$ cat config.mk
export PLATFORM = sky130hd
export DESIGN_NAME = irqse_regs
export DESIGN_NICKNAME = d
export VERILOG_FILES = /design/src/design/irqse_pkg.sv /design/src/design/irqse_flag_bank.sv /design/src/design/irqse_regs.sv
export VERILOG_INCLUDE_DIRS = /design/src /design/src/design
export SDC_FILE = /design/constraint.sdc
export NUM_CORES = 1
export LEC_CHECK = 0
export ABC_CLOCK_PERIOD_IN_PS = 3200
export BUFFER_PORTS_ARGS = -buffer_cell sky130_fd_sc_hd__buf_2
export CAP_MARGIN = 40
export CORE_ASPECT_RATIO = 0.7
export CORE_MARGIN = 5
export CORE_UTILIZATION = 47
export CTS_CLUSTER_DIAMETER = 200
export DETAILED_ROUTE_END_ITERATION = 10
export PLACE_DENSITY = 0.83
export SLEW_MARGIN = 20
export SYNTH_ARGS = -nofsm -noshare
export SYNTH_HDL_FRONTEND = slang
export SYNTH_SLANG_ARGS = --single-unit
$ cat constraint.sdc
create_clock -name i_clk -period 3.2 [get_ports i_clk]
set_input_delay 0 -clock i_clk [delete_from_list [all_inputs] [get_ports i_clk]]
set_output_delay 0 -clock i_clk [all_outputs]
set_load 0.02 [all_outputs]
$ cat src/design/irqse_consts.svh
// offsets, field positions and reset values of the interrupt flag and mask registers
// Notes on behaviour
// alarm event sets flag A bit 4, sticky
// oscillator failure sets flag A bit 3, sticky
// port match sets flag A bit 0, sticky
// reading flags A returns then clears; reset zero
// flags A peek shows bits 4,3,0, no clear
// unused mask bits read ones, writes ignored
// host writes zero to mask A bit 5
// mask A bit 4 gates alarm requests
// mask A bit 3 gates osc fail; resets 0
// mask A bit 0 gates port match requests
// flag B bit 4 sets when initialization finishes
// timer B wrap sets bit 3
// timer A wrap sets bit 2; resets 1
// flags B clear on read; unused read zero
// flags B peek shows bits 4,3,2, no clear
// pin low while any enabled flag pending
// clock flags hold while low power status set
// event during clearing read keeps flag set
`ifndef IRQSE_CONSTS_SVH
`define IRQSE_CONSTS_SVH

// register offsets on the host register port
`define IRQSE_OFS_MASK_A 8'h30
`define IRQSE_OFS_FLAGS_A 8'h20
`define IRQSE_OFS_PEEK_A 8'h21
`define IRQSE_OFS_FLAGS_B 8'h22
`define IRQSE_OFS_PEEK_B 8'h23

// flag positions, group A
`define IRQSE_BIT_ALARM 4
`define IRQSE_BIT_OSC_FAIL 3
`define IRQSE_BIT_PORT_MATCH 0
// flag positions, group B
`define IRQSE_BIT_READY 4
`define IRQSE_BIT_TIMER_B 3
`define IRQSE_BIT_TIMER_A 2

// field layouts and reset values
`define IRQSE_FLAGS_A_USED 8'h19
`define IRQSE_FLAGS_A_CLOCK 8'h18
`define IRQSE_FLAGS_A_RST 8'h00
`define IRQSE_FLAGS_B_USED 8'h1C
`define IRQSE_FLAGS_B_RST 8'h04
`define IRQSE_MASK_A_RST 8'hF7
`define IRQSE_MASK_A_WR 8'h39
`define IRQSE_MASK_A_ONES 8'hC6

`endif

$ cat src/design/irqse_pkg.sv
// types shared by the interrupt flag and mask register block
package irqse_pkg;

   typedef logic [7:0] irqse_byte_t;

   // one-cycle event pulses from the surrounding sources
   typedef struct packed {
      logic clock_alarm;
      logic clock_osc_fail;
      logic port_match;
      logic ready_after_reset;
      logic timer_b_wrap;
      logic timer_a_wrap;
   } irqse_evt_s;

   // host register request, taken in one cycle
   typedef struct packed {
      logic rd;
      logic wr;
      irqse_byte_t addr;
      irqse_byte_t wdata;
   } irqse_req_s;

endpackage : irqse_pkg

$ cat src/design/irqse_flag_bank.sv
// bank of eight sticky flags with set-over-clear priority
`timescale 1ns/1ps
module irqse_flag_bank #(
   parameter logic [7:0] RST_VAL = 8'h00
) (
   input wire logic i_clk,
   input wire logic i_sys_rst,
   input wire logic i_ce,
   input wire irqse_pkg::irqse_byte_t i_set,
   input wire irqse_pkg::irqse_byte_t i_clr,
   output irqse_pkg::irqse_byte_t o_flags
);

   irqse_pkg::irqse_byte_t flags_r;
   irqse_pkg::irqse_byte_t flags_nxt;

   // clear first, then set, so a colliding event survives
   always_comb begin
      flags_nxt = flags_r;
      if (i_ce) begin
         flags_nxt = (flags_r & ~i_clr) | i_set;
      end
   end

   // storage only
   always_ff @(posedge i_clk or posedge i_sys_rst) begin
      if (i_sys_rst) begin
         flags_r <= RST_VAL;
      end else begin
         flags_r <= flags_nxt;
      end
   end

   assign o_flags = flags_r;

endmodule : irqse_flag_bank

$ cat src/design/irqse_regs.sv
// interrupt flag, peek and mask registers with the active-low interrupt pin
`timescale 1ns/1ps
`include "irqse_consts.svh"
module irqse_regs (
   input wire logic i_clk,
   input wire logic i_sys_rst,
   input wire logic i_ce,
   input wire irqse_pkg::irqse_req_s i_req,
   input wire irqse_pkg::irqse_evt_s i_evt,
   input wire irqse_pkg::irqse_byte_t i_mask_b,
   input wire logic i_low_power_event_status,
   output irqse_pkg::irqse_byte_t o_rdata,
   output logic o_rvalid,
   output logic o_int_n
);

   ////////////////////////////////////////////////////////////////////////////
   // helpers

   // place group A events at their flag positions
   function automatic irqse_pkg::irqse_byte_t pack_a(input irqse_pkg::irqse_evt_s ev);
      irqse_pkg::irqse_byte_t v;
      v = 8'h00;
      v[`IRQSE_BIT_ALARM] = ev.clock_alarm;
      v[`IRQSE_BIT_OSC_FAIL] = ev.clock_osc_fail;
      v[`IRQSE_BIT_PORT_MATCH] = ev.port_match;
      return v;
   endfunction : pack_a

   // place group B events at their flag positions
   function automatic irqse_pkg::irqse_byte_t pack_b(input irqse_pkg::irqse_evt_s ev);
      irqse_pkg::irqse_byte_t v;
      v = 8'h00;
      v[`IRQSE_BIT_READY] = ev.ready_after_reset;
      v[`IRQSE_BIT_TIMER_B] = ev.timer_b_wrap;
      v[`IRQSE_BIT_TIMER_A] = ev.timer_a_wrap;
      return v;
   endfunction : pack_b

   // address match for a taken access
   function automatic logic hit(input irqse_pkg::irqse_byte_t a, input irqse_pkg::irqse_byte_t o);
      return a == o;
   endfunction : hit

   ////////////////////////////////////////////////////////////////////////////
   // request decode

   logic rd_take;
   logic wr_take;
   irqse_pkg::irqse_byte_t set_a;
   irqse_pkg::irqse_byte_t set_b;
   irqse_pkg::irqse_byte_t clr_a;
   irqse_pkg::irqse_byte_t clr_b;
   irqse_pkg::irqse_byte_t flags_a;
   irqse_pkg::irqse_byte_t flags_b;
   irqse_pkg::irqse_byte_t keep_a;

   // a frozen clock enable drops the request, nothing is half taken
   assign rd_take = i_ce & i_req.rd;
   assign wr_take = i_ce & i_req.wr;
   assign set_a = pack_a(i_evt);
   assign set_b = pack_b(i_evt);

   // clock flags stay latched while the low power status still holds them
   assign keep_a = i_low_power_event_status ? `IRQSE_FLAGS_A_CLOCK : 8'h00;

   // a clearing read empties every used bit it returned, except the group A clock bits that keep_a holds
   assign clr_a = (rd_take && hit(i_req.addr, `IRQSE_OFS_FLAGS_A))
      ? (`IRQSE_FLAGS_A_USED & ~keep_a) : 8'h00;
   assign clr_b = (rd_take && hit(i_req.addr, `IRQSE_OFS_FLAGS_B))
      ? `IRQSE_FLAGS_B_USED : 8'h00;

   ////////////////////////////////////////////////////////////////////////////
   // sticky flag banks

   // group A: alarm, oscillator failure, port match
   irqse_flag_bank #(
      .RST_VAL(`IRQSE_FLAGS_A_RST)
   ) u_flags_a (
      .i_clk(i_clk),
      .i_sys_rst(i_sys_rst),
      .i_ce(i_ce),
      .i_set(set_a),
      .i_clr(clr_a),
      .o_flags(flags_a)
   );

   // group B: ready after reset, timer wraps; timer A wrap starts set
   irqse_flag_bank #(
      .RST_VAL(`IRQSE_FLAGS_B_RST)
   ) u_flags_b (
      .i_clk(i_clk),
      .i_sys_rst(i_sys_rst),
      .i_ce(i_ce),
      .i_set(set_b),
      .i_clr(clr_b),
      .o_flags(flags_b)
   );

   ////////////////////////////////////////////////////////////////////////////
   // mask register A

   irqse_pkg::irqse_byte_t mask_a_r;
   irqse_pkg::irqse_byte_t mask_a_nxt;

   // only the documented bits take writes; bit 5 is stored as written
   always_comb begin
      mask_a_nxt = mask_a_r;
      if (wr_take && hit(i_req.addr, `IRQSE_OFS_MASK_A)) begin
         mask_a_nxt = (mask_a_r & ~`IRQSE_MASK_A_WR)
            | (i_req.wdata & `IRQSE_MASK_A_WR);
      end
   end

   // osc fail enable is the only zero in the reset value
   always_ff @(posedge i_clk or posedge i_sys_rst) begin
      if (i_sys_rst) begin
         mask_a_r <= `IRQSE_MASK_A_RST;
      end else begin
         mask_a_r <= mask_a_nxt;
      end
   end

   ////////////////////////////////////////////////////////////////////////////
   // read data

   irqse_pkg::irqse_byte_t rd_mux;
   irqse_pkg::irqse_byte_t rdata_r;
   irqse_pkg::irqse_byte_t rdata_nxt;
   logic rvalid_r;
   logic rvalid_nxt;

   // the read returns the flags as they were before its own clear
   always_comb begin
      case (i_req.addr)
         `IRQSE_OFS_FLAGS_A: rd_mux = flags_a & `IRQSE_FLAGS_A_USED;
         `IRQSE_OFS_PEEK_A: rd_mux = flags_a & `IRQSE_FLAGS_A_USED;
         `IRQSE_OFS_FLAGS_B: rd_mux = flags_b & `IRQSE_FLAGS_B_USED;
         `IRQSE_OFS_PEEK_B: rd_mux = flags_b & `IRQSE_FLAGS_B_USED;
         `IRQSE_OFS_MASK_A: rd_mux = mask_a_r | `IRQSE_MASK_A_ONES;
         default: rd_mux = 8'h00;
      endcase
   end

   // data holds until the next taken read
   always_comb begin
      rdata_nxt = rdata_r;
      rvalid_nxt = rvalid_r;
      if (i_ce) begin
         rvalid_nxt = rd_take;
         if (rd_take) begin
            rdata_nxt = rd_mux;
         end
      end
   end

   // registered answer
   always_ff @(posedge i_clk or posedge i_sys_rst) begin
      if (i_sys_rst) begin
         rdata_r <= 8'h00;
         rvalid_r <= 1'b0;
      end else begin
         rdata_r <= rdata_nxt;
         rvalid_r <= rvalid_nxt;
      end
   end

   ////////////////////////////////////////////////////////////////////////////
   // interrupt pin

   logic pend_any;
   logic int_n_r;
   logic int_n_nxt;

   // a masked flag still latches, it just does not pull the pin
   assign pend_any = |(flags_a & mask_a_r & `IRQSE_FLAGS_A_USED)
      | |(flags_b & i_mask_b & `IRQSE_FLAGS_B_USED);

   // pin follows the enabled pending set one cycle late
   always_comb begin
      int_n_nxt = int_n_r;
      if (i_ce) begin
         int_n_nxt = ~pend_any;
      end
   end

   // pin stays released through reset
   always_ff @(posedge i_clk or posedge i_sys_rst) begin
      if (i_sys_rst) begin
         int_n_r <= 1'b1;
      end else begin
         int_n_r <= int_n_nxt;
      end
   end

   assign o_rdata = rdata_r;
   assign o_rvalid = rvalid_r;
   assign o_int_n = int_n_r;

   // named taken reads keep the properties short
   logic rd_a;
   logic rd_b;
   logic rd_pa;
   logic rd_pb;
   logic rd_m;
   assign rd_a = rd_take && hit(i_req.addr, `IRQSE_OFS_FLAGS_A);
   assign rd_b = rd_take && hit(i_req.addr, `IRQSE_OFS_FLAGS_B);
   assign rd_pa = rd_take && hit(i_req.addr, `IRQSE_OFS_PEEK_A);
   assign rd_pb = rd_take && hit(i_req.addr, `IRQSE_OFS_PEEK_B);
   assign rd_m = rd_take && hit(i_req.addr, `IRQSE_OFS_MASK_A);
endmodule : irqse_regs

After elaboration in Yosys (flattened, before gate mapping)
Index checks and enable logic that the tools add are counted.
{"block": "totals", "in_bits": 36, "ff_bits": 34, "wordCells": 37}
{"block": "classes", "reduce_logical": 8, "bitwise_logic": 14, "n_eq_ne": 5, "muxes": 4}
{"operator": "8-bit by 6-bit == test with 1-bit output (second input constant)", "count": 5}
{"operator": "8-bit one-hot mux with 3 select lines", "count": 1}
{"operator": "8-bit AND", "count": 2}
{"operator": "5-bit NOT with 8-bit output", "count": 2}
{"operator": "8-bit by 5-bit bitwise OR with 8-bit output", "count": 2}
{"operator": "5-bit 2-to-1 mux", "count": 3}
{"operator": "5-bit AND", "count": 2}
{"operator": "8-bit by 6-bit bitwise OR with 8-bit output", "count": 1}
{"operator": "3-bit OR reduction", "count": 2}
{"operator": "5-bit NOT", "count": 1}
{"operator": "2-bit OR reduction", "count": 2}
{"operator": "1-bit logical AND", "count": 3}
{"operator": "1-bit AND", "count": 2}
{"operator": "2-bit AND reduction", "count": 1}
{"operator": "1-bit NOT", "count": 1}
{"operator": "1-bit bitwise OR", "count": 1}

Longest topological paths before layout
Gate-level depths: netlist of the first run.
{"block": "logic_depth", "depth_word": 6, "mapped_depth": 4, "ltp_nobuf": 3}

Hierarchy
Synthesis of the first run repeated with hierarchy kept, for this count alone.
{"block": "hier_totals", "hier_cells": 121, "hier_area_um2": 1352.5}
{"module": "irqse_regs", "instances": 1, "area_per_inst_um2": 670.6, "cells_per_inst": 67}
{"module": "irqse_flag_bank (u_flags_b)", "instances": 1, "area_per_inst_um2": 341.6, "cells_per_inst": 27}
{"module": "irqse_flag_bank (u_flags_a)", "instances": 1, "area_per_inst_um2": 340.3, "cells_per_inst": 27}

Least setup slack after synthesis of the first run
OpenSTA, ideal clock, no wires.
{"block": "synth_path", "kind": "reg-to-reg", "start": "reg mask_a_r[4]", "end": "reg rdata_r[4], in the netlist o_rdata[4]", "synth_period_minus_slack_ns": 1.021, "path_buffers": 0, "arrival_ns": 0.938, "stages_incl_launch_ff": 4, "setup_ns": 0.083, "slack_ns": 2.179, "path_cell_list": "dfstp_2 > nand2_1 > o32a_1 > o21ai_0"}
{"block": "synth_via", "elab_chain_len": 1}
{"element": "from (decl)", "line": "irqse_regs.sv:103", "rtl": "irqse_pkg::irqse_byte_t mask_a_r;"}
{"element": "from (signal assigned)", "line": "irqse_regs.sv:118", "rtl": "mask_a_r <= `IRQSE_MASK_A_RST;"}
{"element": "from (signal assigned)", "line": "irqse_regs.sv:120", "rtl": "mask_a_r <= mask_a_nxt;"}
{"element": "8-bit one-hot mux with 3 select lines", "line": "irqse_regs.sv:135", "rtl": "case (i_req.addr)"}
{"element": "to (signal assigned)", "line": "irqse_regs.sv:163", "rtl": "rdata_r <= rdata_nxt;"}
{"element": "to (decl)", "line": "irqse_regs.sv:128", "rtl": "irqse_pkg::irqse_byte_t rdata_r;"}
Every way passes these cells.
A chain may end at the register's enable or synchronous reset.

Final worst setup path of the first run
{"block": "layout_path", "start": "in i_req[13] (netlist bit)", "end": "reg u_flags_b.flags_r[4], in the netlist u_flags_b.o_flags[4]"}
{"block": "layout_via", "elab_chain_len": 6}
{"element": "from (decl)", "line": "irqse_regs.sv:8", "rtl": "input wire irqse_pkg::irqse_req_s i_req,"}
{"element": "8-bit by 6-bit == test with 1-bit output"}
{"element": "1-bit logical AND"}
{"element": "5-bit 2-to-1 mux", "line": "irqse_regs.sv:70", "rtl": "assign clr_b = (rd_take && hit(i_req.addr, `IRQSE_OFS_FLAGS_B))"}
{"element": "5-bit NOT with 8-bit output", "line": "irqse_flag_bank.sv:21", "rtl": "flags_nxt = (flags_r & ~i_clr) | i_set;"}
{"element": "8-bit AND", "line": "irqse_flag_bank.sv:21"}
{"element": "8-bit by 5-bit bitwise OR with 8-bit output", "line": "irqse_flag_bank.sv:21"}
{"element": "to (signal assigned)", "line": "irqse_flag_bank.sv:30", "rtl": "flags_r <= flags_nxt;"}
{"element": "to (decl)", "line": "irqse_flag_bank.sv:14", "rtl": "irqse_pkg::irqse_byte_t flags_r;"}
Every way passes these cells.

==> flow_summary_export.csv, run 1 <==
group,metric,value,unit
power_and_ir_drop,power_density,344.1,nW/um^2
worst_hold_path,hold_class,"in2reg",
placement,portBuffers,36,
power_and_ir_drop,leakage,0.5947,nW
worst_setup_path,slowest_stage,"dlygate4sd3_1",
worst_setup_path,cp_max_fo,5,
cells_and_area,nFillCells,159,
power_and_ir_drop,peakVddDrop,0.0002592,V
global_route,antenna_found_initial,0,
drt,vias,818,
synthesis,synth-seq-area-share,51.26,%
worst_hold_path,hold_end,"o_int_n",
timing,fin_skew,0.009146,ns
timing,slew_headroom,55.60,%
worst_setup_path,crit_path_cell_trace,"dlygate4sd3_1 > buf_2 > nor4b_2 > nand4_1 > a22o_1",
cells_and_area,final_area,1221,um^2
drt,routedWlPerCell,14.35,um
worst_setup_path,path_delay_family,"buffers and inverters",
worst_setup_path,worstPathArrival,1.47,ns
timing,setup_slack,1.923,ns
global_route,top_usage_layer,"met2",
synthesis,ys_warn_count,0,
cts,root_buffer,"clkbuf_4",
worst_setup_path,cp-end-kind,"flip-flop",
drt,first_pass_iters,4,
cells_and_area,n_antenna_cell,0,
timing,setup-violations-final,0,
placement,place_ws,2.016,ns
drt,drc,0,
worst_setup_path,required,3.39,ns
cts,cts_tree,"yes",
timing,period_minus_slack,1.277,ns
synthesis,syn-num-nets,116,
timing,max_freq,782.8,MHz
cts,cts_buffers,3,
cts,clock-sinks,18,
drt,routed_wl,2152,um
flow_run,drv_cap,0,
worst_setup_path,max_stage_delay,0.53,ns
timing,setup_tns,0,ns
global_route,grt_use_met1,18.93,%
cells_and_area,drive_gt1_share,39.84,%
cells_and_area,final_common_cell,"buf_2",
placement,dpl_cell_area,1075,um^2
global_route,grt_pass1_wl,3298,um
floorplan,dieArea,2880,um^2
worst_setup_path,critPathBufInv,2,
worst_hold_path,hold-path-cell-count,4,
worst_hold_path,hp-start,"i_mask_b[4]",
drt,vias_per_cell,5.453,
floorplan,initial_utilization,48.90,%
global_route,grt_max_degree,19,
worst_setup_path,crit_path_start_kind,"primary input",
cts,clk_path_buf_depth,2,
floorplan,rows,13,
timing,worstMarginPinSlew,0.6652,ns
cts,h-tree-depth,1,
timing,holdWs,0.01358,ns
worst_setup_path,r2r_slack,2.07,ns
floorplan,die-height,46.43,um
placement,hpwl,1654,um
worst_setup_path,reg2reg_to,"o_rdata[4]",
timing,finalCritPeriodShare,39.92,%
cells_and_area,area_growth,37.08,%
cells_and_area,mostFrequentLayoutCells,"36 x buf_2, 13 x dfrtp_1, 12 x dlygate4sd3_1, 10 x nand2_1",
global_route,grt_util_all_layers,16.11,%
cells_and_area,fin_nets,165,
cts,clock_latency,0.30,ns
timing,rsz0062_at_grt,"no",
drt,drt-initial-drc-count,48,
synthesis,ys_seq_elements,18,
timing,hold_viol_final,0,
floorplan,ios,46,
floorplan,core_area,1822,um^2
outcome,outcome,"finished clean",
worst_setup_path,r2r-start,"mask_a_r[4]",
timing,drv_slew,0,
worst_setup_path,path_class,"in2reg",
synthesis,netlist_area,890.9,um^2
global_route,grt-ovfl-total,0,
synthesis,syn_inst,80,
global_route,use_met2,26.45,%
placement,place_congestion,0.8069,
worst_setup_path,reg2reg_depth,3,
synthesis,ys_types,28,
synthesis,avgSynthCellArea,11.14,um^2
cts,path_clk_slew,0.09,ns
drt,drtAntennaViolNets,0,
global_route,grt.met3_usage,7.003,%
floorplan,die_w,62.04,um
global_route,grt_pass1_vias,763,
==> worst reg2reg max path, cell delays in order, from the launching register on <==
cell and delay, ns:
dfstp_2 0.56, nand2_1 0.06, o32a_1 0.30, o21ai_0 0.15
==> sequential cells by signal, summed over array words and instances, names as in the netlist <==
signal	count
u_flags_a.o_flags	3
u_flags_b.o_flags	3
o_rvalid	1
mask_a_r	4
o_rdata	6
o_int_n	1
==> final cells by class <==
type / instances / area (um^2) / share of cell area, %
Sequential cell: 18 / 456.7 / 37.40
Multi-Input combinational cell: 54 / 395.4 / 32.38
Timing Repair Buffer: 48 / 300.3 / 24.59
Tap cell: 22 / 27.53 / 2.254
Clock buffer: 4 / 26.28 / 2.152
Inverter: 4 / 15.01 / 1.230
==> synthesized netlist by cell type <==
cell | count | share of area, %
o32a_1 | 1 | 1.1
a22oi_1 | 4 | 3.4
nand3_1 | 2 | 1.1
o31ai_1 | 2 | 1.7
mux2_2 | 3 | 3.8
o21ai_0 | 6 | 3.4
and2_1 | 2 | 1.4
nor4_4 | 1 | 2.4
and3b_1 | 1 | 0.98
nor2b_1 | 1 | 0.70
clkbuf_1 | 1 | 0.42
nor4b_2 | 1 | 1.7
a21oi_1 | 1 | 0.56
dfrtp_1 | 13 | 37
nor3b_4 | 1 | 2.1
mux2_1 | 2 | 2.5
buf_2 | 1 | 0.56
nand4_1 | 4 | 2.8
a31oi_1 | 1 | 0.70
nor2_1 | 2 | 0.84
a22o_1 | 6 | 5.9
dfstp_2 | 5 | 15
nor3_1 | 1 | 0.56
nand2_1 | 10 | 4.2
mux2i_1 | 1 | 1.1
buf_4 | 2 | 1.7
nand4_2 | 1 | 1.4
inv_1 | 4 | 1.7
==> how the worst max path moves through the flow <==
stage	startpoint	to	slack (ns)	cells past startpoint
final	i_req[13]	u_flags_b.o_flags[4]	1.92	5
after global routing	i_req[13]	u_flags_b.o_flags[4]	1.83	5
after floorplan	mask_a_r[4]	o_rdata[4]	2.18	3
after global placement	i_req[15]	mask_a_r[3]	2.02	4
after CTS	i_req[13]	u_flags_b.o_flags[4]	1.93	5
after detailed placement	i_req[15]	mask_a_r[3]	2.02	4
==> cells by family after synthesis <==
family	share of synthesized area [%]
simple gates	20.22
compound gates	16.71
buf+inv	4.352
flops	51.26
mux	7.443
==> per-layer routing <==
layer	wire length, um	share of wire, %
met4	12	0.56
met5	0	0
met2	1000	46
met1	909	42
met3	231	11
==> report_power, final <==
part | total [mW] | internal (mW) | switching (mW)
Clock | 0.120 | 0.0486 | 0.0712
Sequential | 0.236 | 0.233 | 0.00255
Combinational | 0.0646 | 0.0318 | 0.0328
==> per-stage QoR <==
stage	cells	utilization, %	power, mW
2_1_floorplan	80	-	0.2656
3_3_place_gp	134	59.00	0.2918
3_5_place_dp	134	59.00	0.2935
4_1_cts	150	67.03	0.4229
5_1_grt	150	67.03	0.4359
6_report	150	67.03	0.4202
==> repair_timing <==
| action | CTS | global route |
|---|---|---|
| setup buffers | 0 | 0 |
| hold buffers | 12 | 0 |
| resized for setup | 0 | 0 |
| endpoints found under the hold margin | 24 | 0 |
No activity file was read; power rests on OpenSTA's default activity.
==> run 2: changes to the inputs <==
--- a/config.mk
+++ b/config.mk
@@ -6,15 +6,15 @@
 export SDC_FILE = /design/constraint.sdc
 export NUM_CORES = 1
 export LEC_CHECK = 0
-export ABC_CLOCK_PERIOD_IN_PS = 3200
+export ABC_CLOCK_PERIOD_IN_PS = 1000
 export BUFFER_PORTS_ARGS = -buffer_cell sky130_fd_sc_hd__buf_2
 export CAP_MARGIN = 40
 export CORE_ASPECT_RATIO = 0.7
 export CORE_MARGIN = 5
-export CORE_UTILIZATION = 47
+export CORE_UTILIZATION = 39
 export CTS_CLUSTER_DIAMETER = 200
 export DETAILED_ROUTE_END_ITERATION = 10
-export PLACE_DENSITY = 0.83
+export PLACE_DENSITY = 0.73
 export SLEW_MARGIN = 20
 export SYNTH_ARGS = -nofsm -noshare
 export SYNTH_HDL_FRONTEND = slang
==> constraint.sdc (replaced) <==
create_clock -name i_clk -period 1 [get_ports i_clk]
set_input_delay 0 -clock i_clk [delete_from_list [all_inputs] [get_ports i_clk]]
set_output_delay 0 -clock i_clk [all_outputs]
set_load 0.02 [all_outputs]
==> run 2 against run 1 <==
Compared with the run above: the run now ends with negative hold slack, negative setup slack left; critical path depth down 2; flip-flop and latch count is the same; sequential share of layout area is 3.4 points lower; setup slack worse by 2.0 ns; die area up 17%; register-to-register slack worse by 2.1 ns; clock skew shrank 0.0010 ns; total power rose to 3.2 times the previous value; count of clock-buffer cells in the layout stayed put; global-route usage decreased by 0.95 points; non-clock buffer count up 12; critical path type is now reg2reg; largest power group unchanged; highest routed layer is now met3.
==> flow_summary_export.csv, run 2 (synthesized netlist as in run 1, its figures left out) <==
group,metric,value,unit
power_and_ir_drop,power_frac_comb,17.7,%
timing,holdWs,-0.004427,ns
timing,setup-violations-final,2,
floorplan,die_w,67.13,um
floorplan,core_area,2172,um^2
global_route,grt_pass1_wl,3870,um
global_route,grt_util_all_layers,15.16,%
drt,met3_length,222,um
worst_setup_path,cp_max_fo,2,
timing,setup_slack,-0.07987,ns
drt,wl_met1,1008,um
global_route,antenna_found_initial,0,
drt,top_layer,"met3",
cts,clock_latency,0.29,ns
drt,vias_per_cell,4.756,
global_route,grt_pass1_vias,876,
timing,finalCritPeriodShare,108.0,%
floorplan,initial_utilization,41.01,%
cts,path_clk_slew,0.10,ns
cells_and_area,fin_cells,172,
cells_and_area,drive_gt1_share,47.14,%
timing,period_minus_slack,1.080,ns
power_and_ir_drop,switching_power,335.2,uW
cts,h-tree-depth,1,
cts,clk_path_buf_depth,2,
global_route,grt_max_degree,19,
timing,fin_skew,0.008132,ns
cells_and_area,multi_input_area,414.1,um^2
outcome,outcome,"finished with violations",
power_and_ir_drop,clockPowerShare,27.0,%
placement,portBuffers,36,
floorplan,rows,14,
worst_setup_path,path_class,"reg2reg",
worst_hold_path,hold_class,"in2reg",
cts,root_buffer,"clkbuf_4",
drt,drc,0,
timing,drv_slew,0,
cells_and_area,fin_nets,177,
timing,worstMarginPinSlew,0.3334,ns
drt,drt-initial-drc-count,43,
worst_setup_path,cp-end-kind,"flip-flop",
cts,clock-sinks,18,
flow_run,drv_cap,0,
placement,place_inst,156,
cells_and_area,nFillCells,200,
floorplan,dieArea,3355,um^2
global_route,grt-ovfl-total,0,
power_and_ir_drop,leakage,0.6536,nW
power_and_ir_drop,seqPwrFrac,55.3,%
drt,vias,818,
outcome,violations,"negative hold slack, negative setup slack",
drt,first_pass_iters,4,
cells_and_area,regArea,456.7,um^2
drt,dr_wl_met2,1030,um
placement,hpwl,1830,um
timing,setup_tns,-0.08788,ns
drt,routed_wl,2261,um
timing,hold_viol_final,1,
power_and_ir_drop,p_int,1.030,mW
worst_setup_path,required,1.22,ns
worst_setup_path,crit_path_start_kind,"flip-flop",
drt,drtAntennaViolNets,0,
floorplan,die-height,49.99,um
power_and_ir_drop,power_density,1015,nW/um^2
power_and_ir_drop,peakVddDrop,0.0005383,V
power_and_ir_drop,switching_share,24.55,%
cts,post_cts_buffers,0,
cts,cts_tree,"yes",
drt,routedWlPerCell,13.15,um
timing,rsz0062_at_grt,"yes",
cts,cts_buffers,3,
timing,slew_headroom,77.71,%
cells_and_area,mostFrequentLayoutCells,"35 x buf_2, 13 x dfrtp_1, 13 x buf_4, 12 x dlygate4sd3_1, 10 x nand2_1",
worst_setup_path,worstPathArrival,1.30,ns
timing,max_freq,926.0,MHz
cells_and_area,area_growth,50.98,%
cells_and_area,final_common_cell,"buf_2",
cells_and_area,n_antenna_cell,0,
floorplan,ios,46,
placement,place_congestion,0.8981,
cells_and_area,largest_reg_flops,6,
-- run 2: repair_timing --
action | CTS | global route
resized for setup | 2 | 5
hold endpoints to repair | 29 | 0
setup endpoints to repair | 3 | 6
pin swaps | 0 | 1
hold buffers | 12 | 0
-- run 2: power groups by stage --
stage	clock, mW	sequential [mW]	combinational [mW]
global placement	0	0.767	0.197
CTS	0.387	0.755	0.239
global route	0.420	0.757	0.270
finish	0.368	0.755	0.242
detailed placement	0	0.768	0.202
floorplan	0	0.777	0.0730
-- run 2: area by class of cell --
class,count,area share (%)
Clock buffer,4,1.953
Inverter,4,1.116
Multi-Input combinational cell,54,30.79
Sequential cell,18,33.95
Tap cell,32,2.977
Timing Repair Buffer,60,29.21
-- run 2: critical path, stage by stage, from the launching register on --
cell and delay [ns]:
dfstp_2 0.54, nand2_1 0.05, o32a_1 0.30, o21ai_1 0.14
-- run 2: per-layer routing --
| layer | vias to the layer above | GRT usage [%] |
|---|---|---|
| li1 | 420 | - |
| met1 | 367 | 19.78 |
| met2 | 31 | 23.49 |
| met3 | 0 | 6.136 |
| met4 | 0 | 3.030 |
| met5 | - | 0 |
-- run 2: final timing paths --
check / startpoint / depth (start not counted) / to / slack, ns
worst max-delay path: mask_a_r[4] / 3 / o_rdata[4] / -0.08
worst min-delay path: i_mask_b[4] / 4 / o_int_n / -0.004
worst max register to register: mask_a_r[4] / 3 / o_rdata[4] / -0.08
worst min register to register: o_int_n / 2 / o_int_n / 0.47
max in group asynchronous: i_sys_rst / 4 / mask_a_r[4] / 0.49
min in group asynchronous: i_sys_rst / 4 / o_rdata[0] / 0.25
-- run 2: per-stage QoR --
step | hold slack [ns] | area (um^2) | power (mW) | setup WS [ns] | util [%]
floorplan | -0.06508 | 890.9 | 0.8502 | -0.0005581 | -
global placement | 0.02054 | 1177 | 0.9649 | -0.07164 | 54.21
detailed placement | 0.02693 | 1177 | 0.9692 | -0.1523 | 54.21
CTS | 0.001037 | 1329 | 1.380 | -0.09434 | 61.18
global route | 0.02510 | 1345 | 1.446 | -0.1169 | 61.92
finish | -0.004427 | 1345 | 1.365 | -0.07987 | 61.92
==> run 3: changes to the inputs <==
--- a/config.mk
+++ b/config.mk
@@ -11,11 +11,12 @@
 export CAP_MARGIN = 40
 export CORE_ASPECT_RATIO = 0.7
 export CORE_MARGIN = 5
-export CORE_UTILIZATION = 39
+export CORE_UTILIZATION = 45
 export CTS_CLUSTER_DIAMETER = 200
 export DETAILED_ROUTE_END_ITERATION = 10
-export PLACE_DENSITY = 0.73
+export PLACE_DENSITY = 0.76
 export SLEW_MARGIN = 20
 export SYNTH_ARGS = -nofsm -noshare
 export SYNTH_HDL_FRONTEND = slang
+export SYNTH_HIERARCHICAL = 1
 export SYNTH_SLANG_ARGS = --single-unit
==> run 3 against run 2 <==
Compared with the run above: setup slack improved by 0.077 ns; die area down 5.0%; the flow finishes with violations (negative setup slack); highest routed layer unchanged; largest power group unchanged; worst hold slack improved by 0.013 ns.
==> flow_summary_export.csv, run 3 <==
group,metric,value,unit
worst_setup_path,cp_max_fo,3,
placement,place_congestion,0.9009,
placement,place_inst,154,
drt,vias_per_cell,5.227,
timing,max_freq,997.5,MHz
power_and_ir_drop,leakage,0.6699,nW
floorplan,ios,46,
power_and_ir_drop,peakVddDrop,0.0006585,V
cts,cts_buffers,3,
cts,clock_latency,0.29,ns
cells_and_area,final_common_cell,"buf_2",
floorplan,rows,14,
timing,rsz0062_at_grt,"yes",
outcome,outcome,"finished with violations",
worst_setup_path,slowest_stage,"dfrtp_1",
timing,period_minus_slack,1.002,ns
timing,fin_skew,0.003564,ns
timing,hold_viol_final,0,
timing,worstMarginPinSlew,0.4929,ns
cells_and_area,largest_reg_flops,6,
cells_and_area,n_antenna_cell,0,
power_and_ir_drop,power_density,997.3,nW/um^2
global_route,grt_pass1_vias,870,
timing,drv_slew,0,
floorplan,core_area,2102,um^2
drt,first_pass_iters,4,
cts,cts_tree,"yes",
global_route,grt_max_degree,15,
cts,path_clk_slew,0.10,ns
cells_and_area,area_growth,43.14,%
cells_and_area,fin_cells,172,
cells_and_area,final_area,1383,um^2
synthesis,netlist_area,965.9,um^2
drt,routedWlPerCell,14.47,um
cells_and_area,nFillCells,182,
worst_setup_path,crit_path_start_kind,"flip-flop",
worst_setup_path,max_stage_delay,0.41,ns
cts,clock-sinks,18,
drt,vias,899,
global_route,grt-ovfl-total,0,
drt,drt-initial-drc-count,17,
worst_setup_path,worstPathArrival,1.17,ns
global_route,antenna_found_initial,0,
placement,portBuffers,36,
synthesis,syn_inst,90,
floorplan,die_w,65.38,um
synthesis,avgSynthCellArea,10.73,um^2
global_route,grt_util_all_layers,16.95,%
floorplan,initial_utilization,45.95,%
synthesis,syn-num-nets,126,
cts,h-tree-depth,1,
worst_setup_path,path_class,"reg2reg",
placement,dpl_cell_area,1202,um^2
timing,setup_slack,-0.002488,ns
timing,setup-violations-final,1,
drt,routed_wl,2489,um
outcome,violations,"negative setup slack",
synthesis,ys_warn_count,6,
worst_setup_path,cp-end-kind,"flip-flop",
power_and_ir_drop,p_total,1.379,mW
cts,clk_path_buf_depth,2,
cells_and_area,mostFrequentLayoutCells,"34 x buf_2, 13 x dfrtp_1, 13 x buf_4, 11 x nand2_1, 11 x dlygate4sd3_1",
cells_and_area,drive_gt1_share,45.27,%
placement,hpwl,1850,um
drt,drc,0,
timing,slew_headroom,67.10,%
floorplan,dieArea,3188,um^2
global_route,grt_pass1_wl,4133,um
cells_and_area,fin_nets,185,
worst_setup_path,crit_path_cell_trace,"and3b_1 > o2111ai_1 > nand3_1",
cells_and_area,final_util,65.77,%
timing,finalCritPeriodShare,100.2,%
worst_hold_path,hold_class,"in2reg",
flow_run,drv_cap,0,
cts,root_buffer,"clkbuf_4",
worst_setup_path,required,1.17,ns
drt,drtAntennaViolNets,0,
floorplan,die-height,48.77,um
run 3: worst max-delay path, delay by kind of cell (launching register included):
family	cells	cell delay, ns
AOI/OAI and AO/OA	1	0.17
DFF	1	0.41
and+or+nand+nor	2	0.30
run 3: final timing paths:
kind | from | to | slack, ns | cells after the start
min in group asynchronous | i_sys_rst | u_flags_a/o_flags[3] | 0.13 | 3
max | mask_a_r[3] | o_rdata[3] | -0.002 | 3
min reg2reg | o_int_n | o_int_n | 0.49 | 2
min | i_mask_b[4] | o_int_n | 0.008 | 4
max reg2reg | mask_a_r[3] | o_rdata[3] | -0.002 | 3
max in group asynchronous | i_sys_rst | mask_a_r[5] | 0.35 | 3
run 3: repair_timing:
item                                   CTS  global route
setup endpoints to repair                3             8
pin swaps                                2             2
endpoints found under the hold margin   24             0
buffers inserted                         1             2
hold buffers                            11             0
gates resized for setup                  3             1
run 3: where the power goes:
| part | internal [mW] | switching [mW] |
|---|---|---|
| Sequential | 0.746 | 0.00877 |
| Combinational | 0.131 | 0.114 |
| Clock | 0.155 | 0.223 |
run 3: layout make-up:
type	instances	area, um^2	share of cell area, %
Clock buffer	4	26.28	1.900
Inverter	5	18.77	1.357
Multi-Input combinational cell	61	450.4	32.58
Sequential cell	18	456.7	33.03
Tap cell	24	30.03	2.172
Timing Repair Buffer	60	400.4	28.96
run 3: routing by layer:
layer,vias up,part of all wire [%],global-route usage (%)
met2,26,48,27.39
met5,-,0,0
li1,442,-,-
met3,0,6.5,6.019
met1,431,46,22.35
met4,0,0,2.069
run 3: stage by stage:
stage | setup WS, ns | hold slack, ns | setup TNS, ns
after global placement | -0.2486 | -0.1110 | -2.146
after floorplan | -0.1670 | -0.2471 | -1.274
after CTS | 0.003899 | 0.01605 | 0
after detailed placement | -0.3403 | -0.1060 | -2.726
final | -0.002488 | 0.008334 | -0.002488
after global routing | -0.01744 | 0.01468 | -0.02698
